===== config.mk =====
export PLATFORM = sky130hd
export DESIGN_NAME = tts_ctrl
export DESIGN_NICKNAME = d
export VERILOG_FILES = /design/src/core/tts_pkg.sv /design/src/core/tts_ctrl.sv
export SDC_FILE = /design/constraint.sdc
export NUM_CORES = 1
export LEC_CHECK = 0
export BUFFER_PORTS_ARGS = -buffer_cell sky130_fd_sc_hd__buf_2
export CAP_MARGIN = 20
export CELL_PAD_IN_SITES_DETAIL_PLACEMENT = 1
export CELL_PAD_IN_SITES_GLOBAL_PLACEMENT = 1
export CORE_UTILIZATION = 25
export DETAILED_ROUTE_END_ITERATION = 10
export PLACE_DENSITY_LB_ADDON = 0.1
export SYNTH_ARGS = -nofsm -noshare
export SYNTH_HDL_FRONTEND = slang
export SYNTH_SLANG_ARGS = --single-unit

===== constraint.sdc =====
create_clock -name i_clk_sys -period 8.5 [get_ports i_clk_sys]
set_clock_uncertainty 0.2 [all_clocks]
set_input_delay 0 -clock i_clk_sys [delete_from_list [all_inputs] [get_ports i_clk_sys]]
set_output_delay 0 -clock i_clk_sys [all_outputs]
set_load 0.1 [all_outputs]

===== src/core/tts_pkg.sv =====
package tts_pkg;
  // Register offsets and reset value.
  localparam logic [7:0]  OFS_MOC = 8'h04;
  localparam logic [7:0]  OFS_CFG = 8'h08;
  localparam logic [7:0]  OFS_DIE = 8'h0c;
  localparam logic [7:0]  OFS_EVF = 8'h10;
  localparam logic [15:0] RST_VAL = 16'h0000;
  // Writable and readable bits of each register; flags that can raise the interrupt.
  localparam logic [15:0] MSK_MOC = 16'h00f8;
  localparam logic [15:0] MSK_CFG = 16'hffff;
  localparam logic [15:0] MSK_DIE = 16'h5f5f;
  localparam logic [15:0] MSK_EVF = 16'h1e5f;
  localparam logic [15:0] MSK_IRQ = 16'h005f;
  // Field positions.
  localparam int MOC_TIN = 7;
  localparam int MOC_MM  = 4;
  localparam int MOC_DSEL = 3;
  localparam int CFG_POL = 15;
  localparam int CFG_EC1 = 14;
  localparam int CFG_DIV = 12;
  localparam int CFG_FLT = 8;
  localparam int CFG_SYN = 7;
  localparam int CFG_SEL = 4;
  localparam int CFG_CLR = 3;
  localparam int CFG_MODE = 0;
  localparam int DIE_UDMA = 8;
  localparam int DIE_CDMA = 9;
  localparam int DIE_TDMA = 14;
  localparam int EVF_UP = 0;
  localparam int EVF_CC = 1;
  localparam int EVF_TRG = 6;
  localparam int EVF_OF = 9;
  // Slave controller modes.
  localparam logic [2:0] SM_OFF = 3'h0;
  localparam logic [2:0] SM_QD0 = 3'h1;
  localparam logic [2:0] SM_QD1 = 3'h2;
  localparam logic [2:0] SM_QD2 = 3'h3;
  localparam logic [2:0] SM_RST = 3'h4;
  localparam logic [2:0] SM_PAU = 3'h5;
  localparam logic [2:0] SM_EVT = 3'h6;
  localparam logic [2:0] SM_EC0 = 3'h7;
  // Master output modes; codes 4 to 7 pick a compare reference.
  localparam logic [2:0] MM_RST = 3'h0;
  localparam logic [2:0] MM_EN  = 3'h1;
  localparam logic [2:0] MM_UPD = 3'h2;
  localparam logic [2:0] MM_CCP = 3'h3;
  // Trigger sources.
  localparam logic [2:0] TS_RSV = 3'h3;
  localparam logic [2:0] TS_C0E = 3'h4;
  localparam logic [2:0] TS_C0F = 3'h5;
  localparam logic [2:0] TS_C1F = 3'h6;
  localparam logic [2:0] TS_EXT = 3'h7;

  // Dead-time clock period in timer clocks, minus one, for a clock division code.
  function automatic logic [1:0] dt_reload(input logic [1:0] c);
    case (c)
      2'h1:    dt_reload = 2'h1;
      2'h2:    dt_reload = 2'h3;
      default: dt_reload = 2'h0;
    endcase
  endfunction

  // Number of equal samples before the filter output moves.
  function automatic logic [3:0] flt_len(input logic [3:0] c);
    case (c)
      4'h0:                         flt_len = 4'h1;
      4'h1:                         flt_len = 4'h2;
      4'h2:                         flt_len = 4'h4;
      4'h4, 4'h6, 4'h8, 4'hb, 4'he: flt_len = 4'h6;
      4'ha, 4'hd:                   flt_len = 4'h5;
      default:                      flt_len = 4'h8;
    endcase
  endfunction

  // Sampling divider applied to the dead-time clock, minus one.
  function automatic logic [4:0] flt_div(input logic [3:0] c);
    case (c)
      4'h4, 4'h5:       flt_div = 5'h01;
      4'h6, 4'h7:       flt_div = 5'h03;
      4'h8, 4'h9:       flt_div = 5'h07;
      4'ha, 4'hb, 4'hc: flt_div = 5'h0f;
      4'hd, 4'he, 4'hf: flt_div = 5'h1f;
      default:          flt_div = 5'h00;
    endcase
  endfunction
endpackage


===== src/core/tts_ctrl.sv =====
`timescale 1ns/1ps
// How it works
// - Software sets run bit in most modes; event mode sets it by hardware.
// - Channel 0 trigger input is pin 0, or XOR of pins 0 to 2.
// - Master code 000 pulses output on update request or delayed slave reset.
// - Master code 001 outputs counter enable; delayed unless sync start is on.
// - Code 010 outputs update, 011 capture pulses, 100-111 compare references.
// - DMA source bit picks channel event or update event for channel requests.
// - Polarity bit inverts the external trigger before filtering.
// - External clock mode 1 counts active edges of the prescaled external trigger.
// - External trigger divider passes, or divides by 2, 4 or 8.
// - External trigger filter moves after N equal samples at chosen rate.
// - Sync start uses the trigger input as a common start event.
// - Trigger select picks internal, channel or external trigger source.
// - Clear source bit picks dedicated clear input or filtered external trigger.
// - Slave code 000 counts every timer clock while run bit is set.
// - Codes 001 to 011 decode quadrature inputs with direction.
// - Restart mode reinitializes counter on rising trigger edge.
// - Pause mode counts only while the trigger input is high.
// - Event mode starts counter on rising edge and never stops it.
// - External clock mode 0 counts on rising trigger edges.
// - Enable bits gate DMA and interrupt requests per event.
// - Over-capture flags of channels 0 to 3 clear on writing zero.
// - Trigger flag sets on active edge unless slave is off, on both edges in pause mode.
module tts_ctrl #(
  parameter int PSC_W = 3
) (
  // Clock and reset.
  input  wire logic        i_clk_sys,
  input  wire logic        i_sys_rst,
  // Register port.
  input  wire logic [7:0]  i_reg_addr,
  input  wire logic [15:0] i_reg_wdata,
  input  wire logic        i_reg_wr,
  input  wire logic        i_reg_rd,
  output logic      [15:0] o_reg_rdata,
  // Pins.
  input  wire logic        i_ext_trigger,
  input  wire logic [2:0]  i_ch_pin,
  // Counter core and channels.
  input  wire logic        i_counter_run_bit,
  input  wire logic        i_software_update_request,
  input  wire logic        i_update_event,
  input  wire logic [1:0]  i_clock_division,
  input  wire logic [3:0]  i_cc_event,
  input  wire logic [3:0]  i_overcapture_event,
  input  wire logic [3:0]  i_ch_compare_ref,
  // Trigger sources.
  input  wire logic [2:0]  i_internal_trigger,
  input  wire logic        i_ch0_edge_detect,
  input  wire logic        i_ch0_filtered_input,
  input  wire logic        i_ch1_filtered_input,
  input  wire logic        i_ref_clear_input,
  // Results.
  output logic             o_trigger_output,
  output logic             o_counter_enable_signal,
  output logic             o_count_tick,
  output logic             o_count_down,
  output logic             o_counter_reinit,
  output logic             o_counter_run_set,
  output logic             o_ch0_trigger_input,
  output logic             o_ext_trigger_filtered,
  output logic             o_ref_clear_internal,
  output logic             o_irq,
  output logic [5:0]       o_dma_request
);
  typedef struct packed {
    logic [15:0]      moc;
    logic [15:0]      cfg;
    logic [15:0]      die;
    logic [15:0]      evf;
    logic [15:0]      rdata;
    logic             ext_m;
    logic             ext_s;
    logic [2:0]       pin_m;
    logic [2:0]       pin_s;
    logic [1:0]       dt_cnt;
    logic [4:0]       smp_cnt;
    logic [3:0]       flt_cnt;
    logic             flt_out;
    logic [PSC_W-1:0] psc_cnt;
    logic             ext_q;
    logic             trig_q;
    logic             edge_d;
    logic             ch0_q;
    logic             ch1_q;
    logic             reinit_d;
    logic             en_d;
    logic             en;
    logic             trg_out;
    logic             tick;
    logic             down;
    logic             reinit;
    logic             run_set;
    logic             tin0;
    logic             ref_clr;
    logic             irq;
    logic [5:0]       dma;
  } tts_state_t;

  tts_state_t st_ff;
  tts_state_t nxt_st;

  logic [2:0]  slave_mode;
  logic [2:0]  trig_sel;
  logic [2:0]  master_mode;
  logic [3:0]  flt_code;
  logic [1:0]  ext_div;
  logic        ext_clk1;
  logic        sync_start;
  logic        ext_in;
  logic        dt_tick;
  logic        smp_tick;
  logic        ext_fp;
  logic        ext_rise;
  logic        trig_in;
  logic        trig_rise;
  logic        act_edge;
  logic        en_sig;
  logic        qd_edge;
  logic        qd_down;
  logic        slave_upd;
  logic [15:0] flag_set;

  assign slave_mode  = st_ff.cfg[tts_pkg::CFG_MODE +: 3];
  assign trig_sel    = st_ff.cfg[tts_pkg::CFG_SEL +: 3];
  assign master_mode = st_ff.moc[tts_pkg::MOC_MM +: 3];
  assign flt_code    = st_ff.cfg[tts_pkg::CFG_FLT +: 4];
  assign ext_div     = st_ff.cfg[tts_pkg::CFG_DIV +: 2];
  assign ext_clk1    = st_ff.cfg[tts_pkg::CFG_EC1];
  assign sync_start  = st_ff.cfg[tts_pkg::CFG_SYN];

  assign ext_in = st_ff.ext_s ^ st_ff.cfg[tts_pkg::CFG_POL];

  assign dt_tick  = (st_ff.dt_cnt == 2'h0);
  assign smp_tick = (flt_code >= 4'h1 && flt_code <= 4'h3) ||
                    (dt_tick && st_ff.smp_cnt == tts_pkg::flt_div(flt_code));

  assign ext_fp   = (ext_div == 2'h0) ? st_ff.flt_out : st_ff.psc_cnt[ext_div - 2'h1];
  assign ext_rise = ext_fp & ~st_ff.ext_q;

  always_comb begin
    case (trig_sel)
      tts_pkg::TS_RSV: trig_in = 1'b0;
      tts_pkg::TS_C0E: trig_in = i_ch0_edge_detect;
      tts_pkg::TS_C0F: trig_in = i_ch0_filtered_input;
      tts_pkg::TS_C1F: trig_in = i_ch1_filtered_input;
      tts_pkg::TS_EXT: trig_in = ext_fp;
      default:         trig_in = i_internal_trigger[trig_sel[1:0]];
    endcase
  end

  assign trig_rise = trig_in & ~st_ff.trig_q;
  assign act_edge  = sync_start ? st_ff.edge_d : trig_rise;
  // enable from run bit or pause
  assign en_sig    = i_counter_run_bit | (slave_mode == tts_pkg::SM_PAU && trig_in);
  assign slave_upd = (slave_mode == tts_pkg::SM_RST) && act_edge;

  always_comb begin
    qd_edge = 1'b0;
    qd_down = st_ff.down;
    if ((slave_mode == tts_pkg::SM_QD0 || slave_mode == tts_pkg::SM_QD2) &&
        (i_ch1_filtered_input != st_ff.ch1_q)) begin
      qd_edge = 1'b1;
      qd_down = (i_ch1_filtered_input == i_ch0_filtered_input);
    end
    if ((slave_mode == tts_pkg::SM_QD1 || slave_mode == tts_pkg::SM_QD2) &&
        (i_ch0_filtered_input != st_ff.ch0_q)) begin
      qd_edge = 1'b1;
      qd_down = (i_ch0_filtered_input != i_ch1_filtered_input);
    end
  end

  always_comb begin
    flag_set = 16'h0000;
    flag_set[tts_pkg::EVF_UP] = i_update_event | i_software_update_request | slave_upd;
    flag_set[tts_pkg::EVF_CC +: 4] = i_cc_event;
    flag_set[tts_pkg::EVF_OF +: 4] = i_overcapture_event;
    if (slave_mode == tts_pkg::SM_PAU) begin
      flag_set[tts_pkg::EVF_TRG] = trig_in ^ st_ff.trig_q;
    end else if (slave_mode != tts_pkg::SM_OFF) begin
      flag_set[tts_pkg::EVF_TRG] = act_edge;
    end
  end

  always_comb begin
    nxt_st = st_ff;
    nxt_st.ext_m  = i_ext_trigger;
    nxt_st.ext_s  = st_ff.ext_m;
    nxt_st.pin_m  = i_ch_pin;
    nxt_st.pin_s  = st_ff.pin_m;
    nxt_st.dt_cnt = dt_tick ? tts_pkg::dt_reload(i_clock_division) : st_ff.dt_cnt - 2'h1;
    if (dt_tick) begin
      nxt_st.smp_cnt = (st_ff.smp_cnt >= tts_pkg::flt_div(flt_code)) ? 5'h00
                                                                  : st_ff.smp_cnt + 5'h01;
    end
    if (smp_tick) begin
      if (ext_in == st_ff.flt_out) begin
        nxt_st.flt_cnt = 4'h0;
      end else if (st_ff.flt_cnt + 4'h1 >= tts_pkg::flt_len(flt_code)) begin
        nxt_st.flt_out = ext_in;
        nxt_st.flt_cnt = 4'h0;
        if (ext_in) begin
          nxt_st.psc_cnt = st_ff.psc_cnt + 1'b1;
        end
      end else begin
        nxt_st.flt_cnt = st_ff.flt_cnt + 4'h1;
      end
    end
    nxt_st.ext_q  = ext_fp;
    nxt_st.trig_q = trig_in;
    nxt_st.edge_d = trig_rise;
    nxt_st.ch0_q  = i_ch0_filtered_input;
    nxt_st.ch1_q  = i_ch1_filtered_input;
    nxt_st.en     = en_sig;
    nxt_st.en_d   = st_ff.en;
    nxt_st.tin0 = st_ff.moc[tts_pkg::MOC_TIN] ? ^st_ff.pin_s : st_ff.pin_s[0];
    nxt_st.ref_clr = st_ff.cfg[tts_pkg::CFG_CLR] ? st_ff.flt_out : i_ref_clear_input;
    nxt_st.reinit   = slave_upd;
    nxt_st.reinit_d = st_ff.reinit;
    nxt_st.run_set = (slave_mode == tts_pkg::SM_EVT) && act_edge;
    nxt_st.down    = qd_down;
    case (slave_mode)
      tts_pkg::SM_PAU: nxt_st.tick = i_counter_run_bit & trig_in;
      tts_pkg::SM_EC0: nxt_st.tick = i_counter_run_bit & act_edge;
      tts_pkg::SM_QD0, tts_pkg::SM_QD1, tts_pkg::SM_QD2: begin
        nxt_st.tick = i_counter_run_bit & qd_edge;
      end
      default: nxt_st.tick = i_counter_run_bit;
    endcase
    if (ext_clk1) begin
      nxt_st.tick = i_counter_run_bit & ext_rise &
                    (slave_mode != tts_pkg::SM_PAU || trig_in);
    end
    case (master_mode)
      tts_pkg::MM_RST: nxt_st.trg_out = i_software_update_request | st_ff.reinit_d;
      tts_pkg::MM_EN:  nxt_st.trg_out = sync_start ? en_sig : st_ff.en_d;
      tts_pkg::MM_UPD: nxt_st.trg_out = flag_set[tts_pkg::EVF_UP];
      tts_pkg::MM_CCP: nxt_st.trg_out = |i_cc_event;
      default:         nxt_st.trg_out = i_ch_compare_ref[master_mode[1:0]];
    endcase
    nxt_st.rdata = 16'h0000;
    if (i_reg_rd) begin
      case (i_reg_addr)
        tts_pkg::OFS_MOC: nxt_st.rdata = st_ff.moc;
        tts_pkg::OFS_CFG: nxt_st.rdata = st_ff.cfg;
        tts_pkg::OFS_DIE: nxt_st.rdata = st_ff.die;
        tts_pkg::OFS_EVF: nxt_st.rdata = st_ff.evf;
        default:          nxt_st.rdata = 16'h0000;
      endcase
    end
    nxt_st.evf = st_ff.evf | flag_set;
    if (i_reg_wr) begin
      case (i_reg_addr)
        tts_pkg::OFS_MOC: nxt_st.moc = i_reg_wdata & tts_pkg::MSK_MOC;
        tts_pkg::OFS_CFG: nxt_st.cfg = i_reg_wdata & tts_pkg::MSK_CFG;
        tts_pkg::OFS_DIE: nxt_st.die = i_reg_wdata & tts_pkg::MSK_DIE;
        tts_pkg::OFS_EVF: nxt_st.evf = (st_ff.evf & i_reg_wdata) | flag_set;
        default:          nxt_st.rdata = nxt_st.rdata;
      endcase
    end
    nxt_st.evf = nxt_st.evf & tts_pkg::MSK_EVF;
    nxt_st.irq = |(st_ff.evf & st_ff.die & tts_pkg::MSK_IRQ);
    nxt_st.dma[0] = st_ff.evf[tts_pkg::EVF_UP] & st_ff.die[tts_pkg::DIE_UDMA];
    for (int i = 0; i < 4; i++) begin
      nxt_st.dma[i+1] = st_ff.die[tts_pkg::DIE_CDMA+i] &
                        (st_ff.moc[tts_pkg::MOC_DSEL] ? st_ff.evf[tts_pkg::EVF_UP]
                                                      : st_ff.evf[tts_pkg::EVF_CC+i]);
    end
    nxt_st.dma[5] = st_ff.evf[tts_pkg::EVF_TRG] & st_ff.die[tts_pkg::DIE_TDMA];
  end

  always_ff @(posedge i_clk_sys) begin
    if (i_sys_rst) begin
      st_ff <= '0;
    end else begin
      st_ff <= nxt_st;
    end
  end

  assign o_reg_rdata             = st_ff.rdata;
  assign o_trigger_output        = st_ff.trg_out;
  assign o_counter_enable_signal = st_ff.en;
  assign o_count_tick            = st_ff.tick;
  assign o_count_down            = st_ff.down;
  assign o_counter_reinit        = st_ff.reinit;
  assign o_counter_run_set       = st_ff.run_set;
  assign o_ch0_trigger_input     = st_ff.tin0;
  assign o_ext_trigger_filtered  = st_ff.flt_out;
  assign o_ref_clear_internal    = st_ff.ref_clr;
  assign o_irq                   = st_ff.irq;
  assign o_dma_request           = st_ff.dma;
endmodule


==> impl_metrics.env <==
export IMPL_status="finished clean"
export IMPL_place_inst=879
export IMPL_synthTopCellsByCount="dfxtp_1, nand2_1, nor2_1"
export IMPL_avgSynthCellArea_um2=9.07
export IMPL_r2r_cells=11
export IMPL_clk_pin_slew_ps=60
export IMPL_min_from="i_reg_addr[2]"
export IMPL_crit_required_ps=8660
export IMPL_ys_warn_count=0
export IMPL_placedInstanceArea_um2=5670
export IMPL_synth_fp_nets=646
export IMPL_syn_inst=569
export IMPL_nNetsFinal=755
export IMPL_synthTopCellsByArea="dfxtp_1, ha_1, a21oi_1"
export IMPL_grt_total_usage_pct=15.2
export IMPL_coreArea_um2=20200
export IMPL_p_leak_nw=2.76
export IMPL_drtPass1Iterations=8
export IMPL_critPathKind="flop to flop"
export IMPL_clk_latency_ps=420
export IMPL_r2r_end="o_count_tick"
export IMPL_wl_per_cell_um=16.2
export IMPL_grt_max_degree=90
export IMPL_maxCapViolations=0
export IMPL_row_count=52
export IMPL_drive_gt1_share_pct=20.7
export IMPL_grt_first_pass_wirelength_mm=24.8
export IMPL_path_depth=11
export IMPL_numCtsBuffers=17
export IMPL_r2r_slack_ps=5050
export IMPL_setup_tns_ps=0
export IMPL_io_pin_count=88
export IMPL_cp_arrival_ps=3610
export IMPL_layout_cells_non_filler=961
export IMPL_wl_mm=15.6
export IMPL_cpPeakStageDelay_ps=570
export IMPL_r2r_start="ext_div[0]"
export IMPL_crit_start="ext_div[0]"
export IMPL_grt_pass1_vias=4636
export IMPL_start_util_pct=25.5
export IMPL_min_period_over_period_pct=40.5
export IMPL_critPathMaxFanout=6
export IMPL_cp_end_kind="flop"
export IMPL_via_per_inst=4.56
export IMPL_cts_sinks=113
export IMPL_vias=4384
export IMPL_die_height_um=146
export IMPL_endpoint="o_count_tick"
export IMPL_netlist_area_leader_share_pct=43.9
export IMPL_yosys_area_top_type="dfxtp_1"
export IMPL_drt_drc_violations_left=0
export IMPL_min_path_type="primary input to flop"
export IMPL_syn_area_um2=5160
export IMPL_min_period_ps=3450
export IMPL_setup_viol=0
export IMPL_cpMostUsedCell="ha_1"
export IMPL_ys_ff_latch=113
export IMPL_worst_path_buf_inv=2
export IMPL_diodes=0
export IMPL_async_flop_share_pct=0
export IMPL_h_tree_depth=4
export IMPL_fin_area_um2=6780
export IMPL_hold_viol_final=0
export IMPL_area_delta_synth_final_pct=31.4
export IMPL_synth_edf_count=0
export IMPL_timing_fmax_mhz=290
export IMPL_rsz0062_at_grt="no"
export IMPL_postCtsResizedCells=0
export IMPL_port_buffer_count=87
export IMPL_antenna_found_initial=0
export IMPL_dpl_hpwl_mm=10.9
export IMPL_root_buffer="clkbuf_16"
export IMPL_yosys_cell_types_count=64
export IMPL_yosysSeqAreaShare_pct=43.9
export IMPL_peakVddDrop_mv=0.145
export IMPL_dieArea_um2=21200
export IMPL_clockBufferDepth=2
export IMPL_yosysMostFrequentCell="dfxtp_1"
export IMPL_drt_antenna_violating_nets=0
export IMPL_tritoncts="done"
export IMPL_die_w_um=146
export IMPL_drv_slew=0
export IMPL_slew_limit_headroom_pct=31.4
export IMPL_tightest_slew_ps=1030
export IMPL_drtIter0Drc=207
export IMPL_place_gp_congestion=0.775
export IMPL_ys_flop_type="dfxtp_1"
export IMPL_p_per_area_nw_per_um2=204
export IMPL_power_total_w=0.00138
export IMPL_crit_chain="inv_1 > ha_1 > or4bb_1 > o311a_1 > a31oi_2 > ha_1 > mux2i_1 > a21boi_0 > o21ai_0 > a211oi_1 > dlygate4sd3_1"
export IMPL_crit_slowest_cell="dlygate4sd3_1"
export IMPL_grt_overflow=0
export IMPL_cpLargestDelayFamily="compound AO/OA/AOI/OAI gates"
export IMPL_startpoint_type="flop"
[cell type report]
cell class / instances / area (um^2)
Clock buffer: 21 / 470
Clock inverter: 11 / 135
Fill cell: 2319 / 13500
Inverter: 33 / 124
Multi-Input combinational cell: 372 / 2480
Sequential cell: 113 / 2260
Tap cell: 270 / 338
Timing Repair Buffer: 141 / 966
[cells by family after synthesis]
| logic type | synth area share (%) |
|---|---|
| AND/OR/NAND/NOR | 19.5 |
| AO/OA/AOI/OAI | 15.5 |
| flip-flops | 43.9 |
| buffers and inverters | 8.05 |
| multiplexers | 5.60 |
| adder cells (fa/ha/maj) | 5.09 |
| XOR/XNOR | 2.38 |
[where the power goes]
part           switching [W]  internal (W)
Sequential        0.00000799      0.000540
Combinational      0.0000587     0.0000436
Clock               0.000251      0.000480
Total               0.000318       0.00106
[how the worst min path moves through the flow]
stage | end | slack (ps) | cells after the start
after detailed placement | nxt_st[39] | 20 | 2
after global routing | st_ff[20] | 60 | 5
after global placement | nxt_st[37] | 10 | 2
after CTS | o_reg_rdata[11] | 10 | 5
after floorplan | o_counter_enable_signal | -80 | 2
final | o_reg_rdata[1] | 30 | 5
[sequential cells by signal, indices dropped and copies added, names as in the netlist, named ones only]
register / flops
o_ext_trigger_filtered: 1
o_trigger_output: 1
o_counter_reinit: 1
o_ch0_trigger_input: 1
o_counter_run_set: 1
st_ff: 55
o_count_down: 1
flt_code: 4
o_ref_clear_internal: 1
o_counter_enable_signal: 1
ext_clk1: 1
nxt_st: 4
slave_mode: 3
master_mode: 3
o_count_tick: 1
o_irq: 1
o_reg_rdata: 16
ext_div: 2
o_dma_request: 6
[cell usage in the layout (no fill, tap or decap), types with 3 or more instances in the layout]
master         netlist  routed
a211oi_1             3       3
a21o_1               3       3
a21oi_1             45      45
a22o_1              10      10
a22oi_1             20      20
a31oi_1              3       3
and3_1               3       3
buf_2                5      87
buf_4               23       4
bufinv_16            0       3
clkbuf_16            0      17
clkbuf_8             0       3
clkinv_2             0       6
dfxtp_1            113     113
dlygate4sd3_1        0      50
ha_1                21      21
inv_1               32      32
mux2i_1             21      21
nand2_1             55      55
nand2b_1             9       9
nand3_1             16      16
nand4_1              3       3
nor2_1              49      49
nor2b_1             21      21
nor3_1               9       9
nor3b_1              5       5
nor4_1               3       3
o21ai_0             15      15
or2_2                3       3
xnor2_1              6       6
xor2_1               8       8
[what timing repair did]
item                                   4_1_cts  5_1_grt
endpoints found under the hold margin       70        0
setup buffers                                0        0
hold buffers                                50        0
[worst register-to-register path, cell delays in order (launching register included)]
cell,delay (ps)
dfxtp_1,370
inv_1,80
ha_1,310
or4bb_1,470
o311a_1,170
a31oi_2,340
ha_1,230
mux2i_1,160
a21boi_0,210
o21ai_0,90
a211oi_1,180
dlygate4sd3_1,570
[per-layer routing]
| layer | vias up | track usage, % | share of wire (%) |
|---|---|---|---|
| li1 | 2162 | - | - |
| met2 | 82 | 24.3 | 46 |
| met5 | - | 0 | 0 |
| met3 | 19 | 3.45 | 3.4 |
| met4 | 0 | 5.79 | 1.7 |
| met1 | 2121 | 20.0 | 49 |
[stage by stage]
step	worst slack, ps	utilization [%]	hold slack, ps
finish	5050	33.5	31.1
global route	4840	33.5	56.9
CTS	5040	33.5	12.7
detailed placement	5250	28.0	17.3
global placement	5360	28.0	11.5
floorplan	5650	-	-82.3
No activity file was read; power rests on OpenSTA's default activity.
